`src/hdl/clock_monitor_pkg.sv`:
```
// Purpose: Shared constants and carriers for the clock monitor interrupt unit.
// Assumes: Register port with byte-wide addresses and 32-bit data.
// Notes: Each monitor occupies a block of sixteen addresses.
package clock_monitor_pkg;
   localparam int NUM_MON = 3;
   localparam int CNT_W = 13;
   // Global register addresses.
   localparam logic [7:0] ADDR_INT_EN = 8'h00;
   localparam logic [7:0] ADDR_INT_STS = 8'h01;
   localparam logic [7:0] ADDR_SOFT_RST = 8'h02;
   localparam logic [7:0] ADDR_LOCK_SEL = 8'h03;
   // Per-monitor block base and offsets.
   localparam logic [7:0] ADDR_MON_BASE = 8'h10;
   localparam logic [7:0] ADDR_MON_STRIDE = 8'h10;
   localparam logic [7:0] OFF_STATUS = 8'h00;
   localparam logic [7:0] OFF_EVENT = 8'h01;
   localparam logic [7:0] OFF_QUAL = 8'h02;
   localparam logic [7:0] OFF_WINDOW = 8'h03;
   localparam logic [7:0] OFF_THRESH = 8'h04;
   localparam logic [7:0] OFF_NOMINAL = 8'h05;
   // Field positions.
   localparam int INT_GLOBAL_BIT = 15;
   localparam int INT_SRC_W = 9;
   localparam int INT_EN_RW_MSB = 11;
   localparam int QUAL_GOOD_LSB = 4;
   localparam int WIN_DIV_LSB = 3;
   localparam int WIN_REF_DIS_BIT = 1;
   localparam int WIN_MASK_BIT = 0;
   localparam int THR_ACC_LSB = 16;
   localparam int STS_INVALID_BIT = 1;
   // Reset values and the value read from unmapped addresses.
   localparam logic [15:0] INT_EN_RESET = 16'h0000;
   localparam logic LOS_STS_RESET = 1'b1;
   localparam logic LOS_EVT_RESET = 1'b1;
   localparam logic INVALID_RESET = 1'b1;
   localparam logic [31:0] READ_UNMAPPED = 32'h0000_0000;

   typedef struct packed {
      logic [3:0] goodTimes;
      logic [3:0] failTimes;
      logic [4:0] divRatio;
      logic refDisable;
      logic failMask;
      logic [CNT_W-1:0] accMargin;
      logic [CNT_W-1:0] rejMargin;
      logic [CNT_W-1:0] nominal;
   } los_cfg_t;

   typedef struct packed {
      logic digitalLoopStateEvent;
      logic digitalLoopHoldoverEvent;
      logic digitalLoopLockLossEvent;
      logic analogLoopLockLossEvent;
   } loop_events_t;
endpackage : clock_monitor_pkg

```
`src/hdl/clock_monitor_interrupt_unit.sv`:
```
// Purpose: Interrupt aggregation with three loss-of-signal monitors.
// Assumes: Activity and loop events come from logic on sys_clk.
// Notes: Monitored clocks are pins, sampled through two flip-flops.
`timescale 1ns/1ns
`default_nettype none
module clock_monitor_interrupt_unit (
   input wire logic sys_clk,
   input wire logic rst,
   input wire logic [7:0] regAddr,
   input wire logic [31:0] regWrData,
   input wire logic regWrEn,
   input wire logic regRdEn,
   output logic [31:0] regRdData,
   output logic regRdValid,
   input wire logic [clock_monitor_pkg::NUM_MON-1:0] monitorClock,
   input wire logic [1:0] activityDisqualify,
   input wire logic [1:0] activityEvent,
   input wire clock_monitor_pkg::loop_events_t loopEvents,
   input wire logic loopLockStatus,
   output logic lockStatusPin,
   output logic deviceIrq
);
   localparam int N = clock_monitor_pkg::NUM_MON;
   localparam int W = clock_monitor_pkg::CNT_W;

   // Address of register off inside the block of monitor m.
   function automatic logic [7:0] monAddr(input int m, input logic [7:0] off);
      monAddr = 8'(clock_monitor_pkg::ADDR_MON_BASE
         + 8'(m) * clock_monitor_pkg::ADDR_MON_STRIDE + off);
   endfunction : monAddr

   // Distance between a window count and the nominal count, never negative.
   function automatic logic [W-1:0] absDiff(input logic [W-1:0] a, input logic [W-1:0] b);
      absDiff = (a > b) ? W'(a - b) : W'(b - a);
   endfunction : absDiff

   // A programmed count of zero is used as a count of one.
   function automatic logic [3:0] atLeastOne(input logic [3:0] v);
      atLeastOne = (v == 4'h0) ? 4'h1 : v;
   endfunction : atLeastOne

   // Configuration, status and event state, one entry per monitor where indexed.
   logic [15:0] intEnable_reg;
   logic [N-1:0] softReset_reg;
   logic lockSel_reg;
   clock_monitor_pkg::los_cfg_t cfg_reg [N];
   logic [N-1:0] losSts_reg;
   logic [N-1:0] losEvt_reg;
   logic [N-1:0] refInvalid_reg;
   logic [31:0] regRdData_next;
   logic [15:0] intStatus;
   logic [clock_monitor_pkg::INT_SRC_W-1:0] srcStatus;
   logic globalStatus;

   // Global register write decodes; reads are decoded in the read mux below.
   wire wrIntEn = regWrEn && (regAddr == clock_monitor_pkg::ADDR_INT_EN);
   wire wrSoftRst = regWrEn && (regAddr == clock_monitor_pkg::ADDR_SOFT_RST);
   wire wrLockSel = regWrEn && (regAddr == clock_monitor_pkg::ADDR_LOCK_SEL);

   // Source order: activity inverted, activity true, crystal, inverted, true loss, loops.
   assign srcStatus = {activityEvent[1], activityEvent[0], losEvt_reg[2], losEvt_reg[1],
      losEvt_reg[0], loopEvents};
   assign globalStatus = |(srcStatus & intEnable_reg[clock_monitor_pkg::INT_SRC_W-1:0]);
   assign intStatus = {globalStatus, 6'h00, srcStatus};

   // Spare enable bits 11:9 are writable; bits 14:12 always read 0.
   always_ff @(posedge sys_clk) begin
      if (rst) begin
         intEnable_reg <= clock_monitor_pkg::INT_EN_RESET;
         softReset_reg <= '0;
         lockSel_reg <= 1'b0;
      end else begin
         if (wrIntEn) begin
            intEnable_reg <= {regWrData[clock_monitor_pkg::INT_GLOBAL_BIT], 3'h0,
               regWrData[clock_monitor_pkg::INT_EN_RW_MSB:0]};
         end
         if (wrSoftRst) begin
            softReset_reg <= regWrData[N-1:0];
         end
         if (wrLockSel) begin
            lockSel_reg <= regWrData[0];
         end
      end
   end

   // Both pin outputs are registered so they change one cycle after their cause.
   always_ff @(posedge sys_clk) begin
      if (rst) begin
         deviceIrq <= 1'b0;
         lockStatusPin <= 1'b0;
      end else begin
         deviceIrq <= intEnable_reg[clock_monitor_pkg::INT_GLOBAL_BIT] && globalStatus;
         lockStatusPin <= lockSel_reg
            ? (intEnable_reg[clock_monitor_pkg::INT_GLOBAL_BIT] && globalStatus)
            : loopLockStatus;
      end
   end

   // One monitor per clock: 0 true input, 1 inverted input, 2 crystal.
   genvar m;
   generate
      for (m = 0; m < N; m++) begin : g_mon
         logic [2:0] clkSync;
         logic started;
         logic [4:0] edgeCnt;
         logic [W-1:0] winCnt;
         logic [3:0] goodCnt;
         logic [3:0] failCnt;
         wire monReset = rst || softReset_reg[m];
         wire clkEdge = clkSync[1] && !clkSync[2];
         wire [4:0] divEff = (cfg_reg[m].divRatio <= 5'd1) ? 5'd1 : cfg_reg[m].divRatio;
         wire [4:0] edgeNext = 5'(edgeCnt + 5'd1);
         wire winEnd = clkEdge && started && (edgeNext >= divEff);
         wire [W-1:0] diff = absDiff(winCnt, cfg_reg[m].nominal);
         wire accepted = diff <= cfg_reg[m].accMargin;
         wire rejected = diff > cfg_reg[m].rejMargin;
         // A count already past nominal plus the reject margin can only end outside it,
         // so the window is rejected early and a stopped clock is still seen as lost.
         wire overrun = started && (winCnt > cfg_reg[m].nominal) && rejected;
         wire winDone = winEnd || overrun;
         wire [3:0] goodNext = 4'(goodCnt + 4'd1);
         wire [3:0] failNext = 4'(failCnt + 4'd1);
         wire [3:0] goodEff = atLeastOne(cfg_reg[m].goodTimes);
         wire [3:0] failEff = atLeastOne(cfg_reg[m].failTimes);
         wire evtClear = regWrEn && (regAddr == monAddr(m, clock_monitor_pkg::OFF_EVENT))
            && regWrData[0];
         wire wrQual = regWrEn && (regAddr == monAddr(m, clock_monitor_pkg::OFF_QUAL));
         wire wrWin = regWrEn && (regAddr == monAddr(m, clock_monitor_pkg::OFF_WINDOW));
         wire wrThr = regWrEn && (regAddr == monAddr(m, clock_monitor_pkg::OFF_THRESH));
         wire wrNom = regWrEn && (regAddr == monAddr(m, clock_monitor_pkg::OFF_NOMINAL));
         wire refDisabled = (m < 2) && cfg_reg[m].refDisable;
         wire actBad = (m < 2) ? activityDisqualify[m % 2] : 1'b0;

         // Two flops synchronise the pin; the third only serves the rising edge detect.
         always_ff @(posedge sys_clk) begin
            if (rst) begin
               clkSync <= 3'b000;
            end else begin
               clkSync <= {clkSync[1:0], monitorClock[m]};
            end
         end

         // Configuration stays writable while the monitor is held in soft reset.
         always_ff @(posedge sys_clk) begin
            if (rst) begin
               cfg_reg[m] <= '0;
            end else begin
               if (wrQual) begin
                  cfg_reg[m].goodTimes <= regWrData[clock_monitor_pkg::QUAL_GOOD_LSB +: 4];
                  cfg_reg[m].failTimes <= regWrData[3:0];
               end
               if (wrWin) begin
                  cfg_reg[m].divRatio <= regWrData[clock_monitor_pkg::WIN_DIV_LSB +: 5];
                  cfg_reg[m].refDisable <= regWrData[clock_monitor_pkg::WIN_REF_DIS_BIT];
                  cfg_reg[m].failMask <= regWrData[clock_monitor_pkg::WIN_MASK_BIT];
               end
               if (wrThr) begin
                  cfg_reg[m].accMargin <= regWrData[clock_monitor_pkg::THR_ACC_LSB +: W];
                  cfg_reg[m].rejMargin <= regWrData[W-1:0];
               end
               if (wrNom) begin
                  cfg_reg[m].nominal <= regWrData[W-1:0];
               end
            end
         end

         // Windows open on the first monitored edge after release from reset.
         always_ff @(posedge sys_clk) begin
            if (monReset) begin
               started <= 1'b0;
               edgeCnt <= '0;
               winCnt <= '0;
               goodCnt <= '0;
               failCnt <= '0;
               losSts_reg[m] <= clock_monitor_pkg::LOS_STS_RESET;
            end else begin
               if (clkEdge) begin
                  started <= 1'b1;
               end
               if (winDone || (clkEdge && !started)) begin
                  edgeCnt <= '0;
               end else if (clkEdge) begin
                  edgeCnt <= edgeNext;
               end
               if (winDone || !started) begin
                  winCnt <= '0;
               end else if (winCnt != {W{1'b1}}) begin
                  winCnt <= W'(winCnt + 1'b1);
               end
               if (cfg_reg[m].nominal == '0) begin
                  losSts_reg[m] <= 1'b1;
                  goodCnt <= '0;
                  failCnt <= '0;
               end else if (winDone && rejected) begin
                  goodCnt <= '0;
                  if (!losSts_reg[m]) begin
                     if (failNext >= failEff) begin
                        losSts_reg[m] <= 1'b1;
                        failCnt <= '0;
                     end else begin
                        failCnt <= failNext;
                     end
                  end
               end else if (winEnd && accepted && losSts_reg[m]) begin
                  if (goodNext >= goodEff) begin
                     losSts_reg[m] <= 1'b0;
                     goodCnt <= '0;
                     failCnt <= '0;
                  end else begin
                     goodCnt <= goodNext;
                  end
               end
            end
         end

         // Loss sets the event in every cycle, so a clear during loss has no effect.
         always_ff @(posedge sys_clk) begin
            if (monReset) begin
               losEvt_reg[m] <= clock_monitor_pkg::LOS_EVT_RESET;
            end else begin
               losEvt_reg[m] <= losSts_reg[m] || (losEvt_reg[m] && !evtClear);
            end
         end

         // The crystal monitor has no selection disable and no activity monitor.
         always_ff @(posedge sys_clk) begin
            if (rst) begin
               refInvalid_reg[m] <= clock_monitor_pkg::INVALID_RESET;
            end else begin
               refInvalid_reg[m] <= refDisabled || actBad
                  || (losSts_reg[m] && !cfg_reg[m].failMask);
            end
         end
      end
   endgenerate

   // Read mux; unmapped addresses and reserved bits read as 0.
   always_comb begin
      regRdData_next = clock_monitor_pkg::READ_UNMAPPED;
      if (regAddr == clock_monitor_pkg::ADDR_INT_EN) begin
         regRdData_next = {16'h0000, intEnable_reg};
      end else if (regAddr == clock_monitor_pkg::ADDR_INT_STS) begin
         regRdData_next = {16'h0000, intStatus};
      end else if (regAddr == clock_monitor_pkg::ADDR_SOFT_RST) begin
         regRdData_next = {29'h0000_0000, softReset_reg};
      end else if (regAddr == clock_monitor_pkg::ADDR_LOCK_SEL) begin
         regRdData_next = {31'h0000_0000, lockSel_reg};
      end else begin
         for (int i = 0; i < N; i++) begin
            if (regAddr == monAddr(i, clock_monitor_pkg::OFF_STATUS)) begin
               regRdData_next = {30'h0000_0000, refInvalid_reg[i], losSts_reg[i]};
            end else if (regAddr == monAddr(i, clock_monitor_pkg::OFF_EVENT)) begin
               regRdData_next = {31'h0000_0000, losEvt_reg[i]};
            end else if (regAddr == monAddr(i, clock_monitor_pkg::OFF_QUAL)) begin
               regRdData_next = {24'h00_0000, cfg_reg[i].goodTimes, cfg_reg[i].failTimes};
            end else if (regAddr == monAddr(i, clock_monitor_pkg::OFF_WINDOW)) begin
               regRdData_next = {24'h00_0000, cfg_reg[i].divRatio, 1'b0,
                  cfg_reg[i].refDisable, cfg_reg[i].failMask};
            end else if (regAddr == monAddr(i, clock_monitor_pkg::OFF_THRESH)) begin
               regRdData_next = {3'h0, cfg_reg[i].accMargin, 3'h0, cfg_reg[i].rejMargin};
            end else if (regAddr == monAddr(i, clock_monitor_pkg::OFF_NOMINAL)) begin
               regRdData_next = {19'h0_0000, cfg_reg[i].nominal};
            end
         end
      end
   end

   // Read data is captured with the strobe and held until the next read.
   always_ff @(posedge sys_clk) begin
      if (rst) begin
         regRdData <= '0;
         regRdValid <= 1'b0;
      end else begin
         regRdValid <= regRdEn;
         if (regRdEn) begin
            regRdData <= regRdData_next;
         end
      end
   end
endmodule : clock_monitor_interrupt_unit
`default_nettype wire

```
`config.mk`:
```
export PLATFORM = sky130hd
export DESIGN_NAME = clock_monitor_interrupt_unit
export DESIGN_NICKNAME = d
export VERILOG_FILES = /design/src/hdl/clock_monitor_pkg.sv /design/src/hdl/clock_monitor_interrupt_unit.sv
export SDC_FILE = /design/constraint.sdc
export NUM_CORES = 1
export LEC_CHECK = 0
export BUFFER_PORTS_ARGS = -buffer_cell sky130_fd_sc_hd__buf_2
export CAP_MARGIN = 10
export CORE_UTILIZATION = 60
export CTS_CLUSTER_SIZE = 16
export DETAILED_ROUTE_END_ITERATION = 8
export PLACE_DENSITY = 0.78
export SYNTH_ARGS = -nofsm -noshare
export SYNTH_HDL_FRONTEND = slang
export SYNTH_SLANG_ARGS = --single-unit
```
`constraint.sdc`:
```
create_clock -name sys_clk -period 12.8 [get_ports sys_clk]
set_input_delay 3.2 -clock sys_clk [delete_from_list [all_inputs] [get_ports sys_clk]]
set_output_delay 3.2 -clock sys_clk [all_outputs]
set_load 0.02 [all_outputs]
```
# [Yosys cells after proc, flatten, opt, wreduce, memory -nomap -nowiden]
# Memory sizes are Yosys's and may differ from the RTL's.
# Index checks and enable logic that the tools add are counted.
[word_totals] wordCells=377 inputBits=56 ram_bits=162 out_inout_bits=35 regBits=151 mem_count=1
[mem_list] name="cfg_reg" words=3 word_bits=54 read_ports=3 rd_ports_with_merged_regs=0 wr=3 line_no="clock_monitor_interrupt_unit.sv:46" text="clock_monitor_pkg::los_cfg_t cfg_reg [N];"
[op_classes] n_eq_ne=27 n_lt_le_gt_ge=21 bitwise_logic=25 addsub=18 muxes=130 reduce_logical=121
[ops] cell="32-bit two-way mux" count=16
[ops] cell="13-bit two-way mux" count=13
[ops] cell="29-bit two-way mux" count=5
[ops] cell="4-bit two-way mux" count=30
[ops] cell="8-bit by 6-bit equality test with 1-bit output, second input constant" count=12
[ops] cell="13-bit greater-than comparator" count=6
[ops] cell="13-bit subtractor" count=6
[ops] cell="1-bit two-way mux" count=60
[ops] cell="1-bit logical AND" count=55
[ops] cell="8-bit by 5-bit equality test with 1-bit output, second input constant" count=6
[ops] cell="13-bit by 1-bit adder with 13-bit output, second input constant" count=3
[ops] cell="13-bit less-or-equal comparator" count=3
[ops] cell="13-bit logical NOT" count=3
[ops] cell="13-bit inequality test, second input constant" count=3
[ops] cell="5-bit two-way mux" count=6
[ops] cell="4-bit by 1-bit adder with 4-bit output, second input constant" count=6
[ops] cell="4-bit greater-or-equal comparator" count=6
[ops] cell="4-bit logical NOT" count=6
[ops] cell="1-bit OR" count=24
[ops] cell="1-bit logical OR" count=19
[ops] cell="2-bit OR reduction" count=9
[ops] cell="8-bit by 2-bit equality test with 1-bit output, second input constant" count=2
[ops] cell="5-bit by 1-bit adder with 5-bit output, second input constant" count=3
[ops] cell="5-bit greater-or-equal comparator" count=3
[ops] cell="11 further kinds" count=37

# [Longest topological paths before layout]
[depth] depth_word=23 mapped_depth=23

# [Worst setup path after synthesis]
# No wires, ideal clock.
[synth_timing] path_type="in2reg" start="in regAddr[0]" end="mem cfg_reg[1][13] in the netlist's numbering (enable)" required_time_ns=12.418 setup_slack_ns=7.112 n_path_buf=3 setup_time_ns=0.382 arrival_ns=5.307 path_stages=6 path_cell_list="or4b_2 -> clkbuf_1 -> nor2_1 -> buf_2 -> buf_2 -> a21o_1"
[synth_rtl] element="start: declaration" line_no="clock_monitor_interrupt_unit.sv:9" text="input wire logic [7:0] regAddr,"
[synth_rtl] element="end: declaration" line_no="clock_monitor_interrupt_unit.sv:46"

==> impl_results.md <==
- Status: completed
- Crit path max-delay family: compound AO/OA/AOI/OAI gates
- Vias in the first global route: 16322
- Routing usage on met3: 6.66%
- Largest net degree at the start of global routing: 51
- Post-synth top area cell: edfxtp_1
- Dpl hpwl: 47800 um
- GR met1 Demand/Resource: 47.2%
- CP max FO: 19
- GP Congestion: 0.987
- Final hold vios: 0
- Post-synthesis register bit count: 308
- Clock sinks: 308
- Reg area: 7790 um^2
- Post-CTS setup buffer count: 0
- Cts repair resizes: 0
- Period utilization: 49.3%
- Req. time, crit path: 13.23 ns
- Routed wire per std cell: 22.7 um
- Slew Viols, Final: 0
- Pleak: 9.41 nW
- Core box area: 33400 um^2
- Syn. warnings: 0
- Gr busiest metal: met2
- Min Tclk post-route: 6.31 ns
- Vias per cell: 6.33
- FFs w/ async S/R, synth: 0%
- Clock root cell: clkbuf_16
- Cells after synthesis: 2229
- Chip height: 186 um
- Bufs and invs on worst path: 1
- Worst hold-check path type: flip-flop to flip-flop
- RSZ-0062 raised after global routing: no
- Commonest non-fill, non-tap cell in the layout: inv_1
- Sequential cell area fraction in the yosys report: 38.2%
- Pre-antenna DRT Iters: 6
- Global route overflow: 0
- H-tree depth: 2
- Worst EP arrival: 6.75 ns
- PwrDens: 111 nW/um^2
- Via Count: 17433
- # IOs: 91
- Slowest CP cell: a211oi_4
- Syn Std Cell Area: 20400 um^2
- Hold Slack: 0.437 ns
- Post-synth top area share: 23.9%
- Cell chain of the critical path: ha_1, nand4_1, or4_1, nand4_2, a311oi_2, a211oi_4, nand3b_1, o21ai_1, xnor2_1, ha_1, a21o_1, a21oi_1, a21boi_0, o21ai_0, a2111oi_0, buf_4, nor4_2, a221oi_2, a221o_1
- Slew @ Worst Pin: 1.14 ns
- Relative slew slack: 23.5%
- Crit-path max cell delay: 0.85 ns
- CP endpoint kind: flip-flop
- Maximum VDD drop: 0.107 mV
- Routed WL: 62400 um
- Yosys cell types: 94
- Clk slew on worst S/H paths: 0.06 ns
- Commonest non-fill, non-tap cells in the layout: inv_1, ha_1, and2_1
- Critical path class: flip-flop to flip-flop
- Die area: 34700 um^2
- Share of cells above drive strength 1: 8.41%
- Tot Pwr: 2.47 mW
- Largest register FFs: 162
- Net count, final: 2545
- Hold buffers post-CTS: 0
- Std cell rows: 67
- Clk buf depth: 3
- Die Wd: 186 um
- Final Skew: 0.0294 ns
- Fill cell count: 2731
- F_max: 158 MHz
- Most used cell along the critical path: ha_1
- Number of remaining DRC errors: 0
- Crit start category: flip-flop
- Setup Viol. Count Final: 0
- Clock buffer count from CTS: 36
- Drt first-iter violations: 1807
- Fin Setup TNS: 0 ns
- CTS tree: done
- GR Util met2: 57.5%
- IO buf count: 80
- P&R area growth vs syn: 9.61%
- Antenna Violating Nets Remaining: 0
- Top FF cell, synth: edfxtp_1
- GRT Overall Usage: 36.0%
- Clk Latency, worst-skew pair: 0.56 ns
- Initial antenna violation count: 1
- Footprint of the multi-input gates: 11400 um^2
- Starting Density: 60.9%
- First-pass GRT wire length: 93700 um
- Number of flops mapped to enable cells by yosys: 162
- Avg Cell Area, Syn: 9.14 um^2
- Synth area leaders: edfxtp_1, dfxtp_1, ha_1
- Max cap viols: 0
[metrics by stage]
stage          utilization (%)  worst slack [ns]  instances  cell area, um^2
2_1_floorplan                -              7.11       2233            20400
5_1_grt                   66.7              6.19       2755            22300
3_5_place_dp              63.1              6.48       2688            21100
3_3_place_gp              63.1              6.53       2688            21100
4_1_cts                   66.7              6.58       2754            22300
6_report                  66.7              6.49       2756            22300
[logic make-up (layout without fill, tap and decap cells)]
| logic type | count (synthesis) | count (layout) | share of synthesized area (%) |
|---|---|---|---|
| DFF | 308 | 308 | 38.2 |
| buffers and inverters | 308 | 382 | 5.89 |
| muxes | 45 | 45 | 2.32 |
| other | 1 | 6 | 0.0184 |
| xor gates and xnor gates | 92 | 92 | 3.96 |
| and+or+nand+nor | 752 | 752 | 19.3 |
| AOI/OAI and AO/OA | 513 | 513 | 17.1 |
| adders and majority gates | 210 | 210 | 13.1 |
[final cells by class]
cell class	count	area share (%)
sequential	308	34.9
inverter	221	3.72
tap	448	2.51
clock inverter	16	0.768
timing repair buffer	95	2.31
multi-input combinational	1617	51.1
antenna	1	0.0112
clock buffer	50	4.68
[synthesized netlist by cell type, drive strengths merged (8+ instances only)]
| master | instances |
|---|---|
| xor2 | 26 |
| a211oi | 23 |
| inv | 220 |
| mux2 | 8 |
| and2 | 169 |
| edfxtp | 162 |
| and3 | 17 |
| nor2 | 163 |
| dfxtp | 146 |
| a21oi | 137 |
| xnor2 | 66 |
| a21o | 52 |
| nand2b | 33 |
| buf | 18 |
| a221oi | 18 |
| o21bai | 17 |
| ha | 204 |
| nand4 | 36 |
| o22ai | 12 |
| mux2i | 36 |
| a31oi | 15 |
| nor4 | 19 |
| o21a | 16 |
| clkbuf | 69 |
| nor3 | 40 |
| a22oi | 27 |
| nand2 | 145 |
| o21ai | 79 |
| nand3 | 47 |
| nor2b | 38 |
| or3 | 9 |
| o211ai | 17 |
[metal layers]
layer	up-vias	part of all wire, %
met5	-	0.16
met4	4	4.7
met3	176	8.3
met2	809	45
met1	8405	41
li1	8039	-
[report_power, final]
group          internal [mW]  switching (mW)  total (mW)
sequential              1.07          0.0329        1.10
clock                  0.635           0.433        1.07
combinational          0.106           0.193       0.299
total                   1.81           0.659        2.47
[path summary, 6_finish.rpt]
path	start	endpoint	slack (ns)	depth (start not counted)
worst max-delay path	cfg_reg[0][8]	g_mon[0].failCnt[2]	6.49	19
worst min-delay path	g_mon[2].clkSync[0]	g_mon[2].clkSync[1]	0.44	1
worst max register to register	cfg_reg[0][8]	g_mon[0].failCnt[2]	6.49	19
worst min register to register	g_mon[2].clkSync[0]	g_mon[2].clkSync[1]	0.44	1
Note: power is estimated with default switching activity, not from simulation.
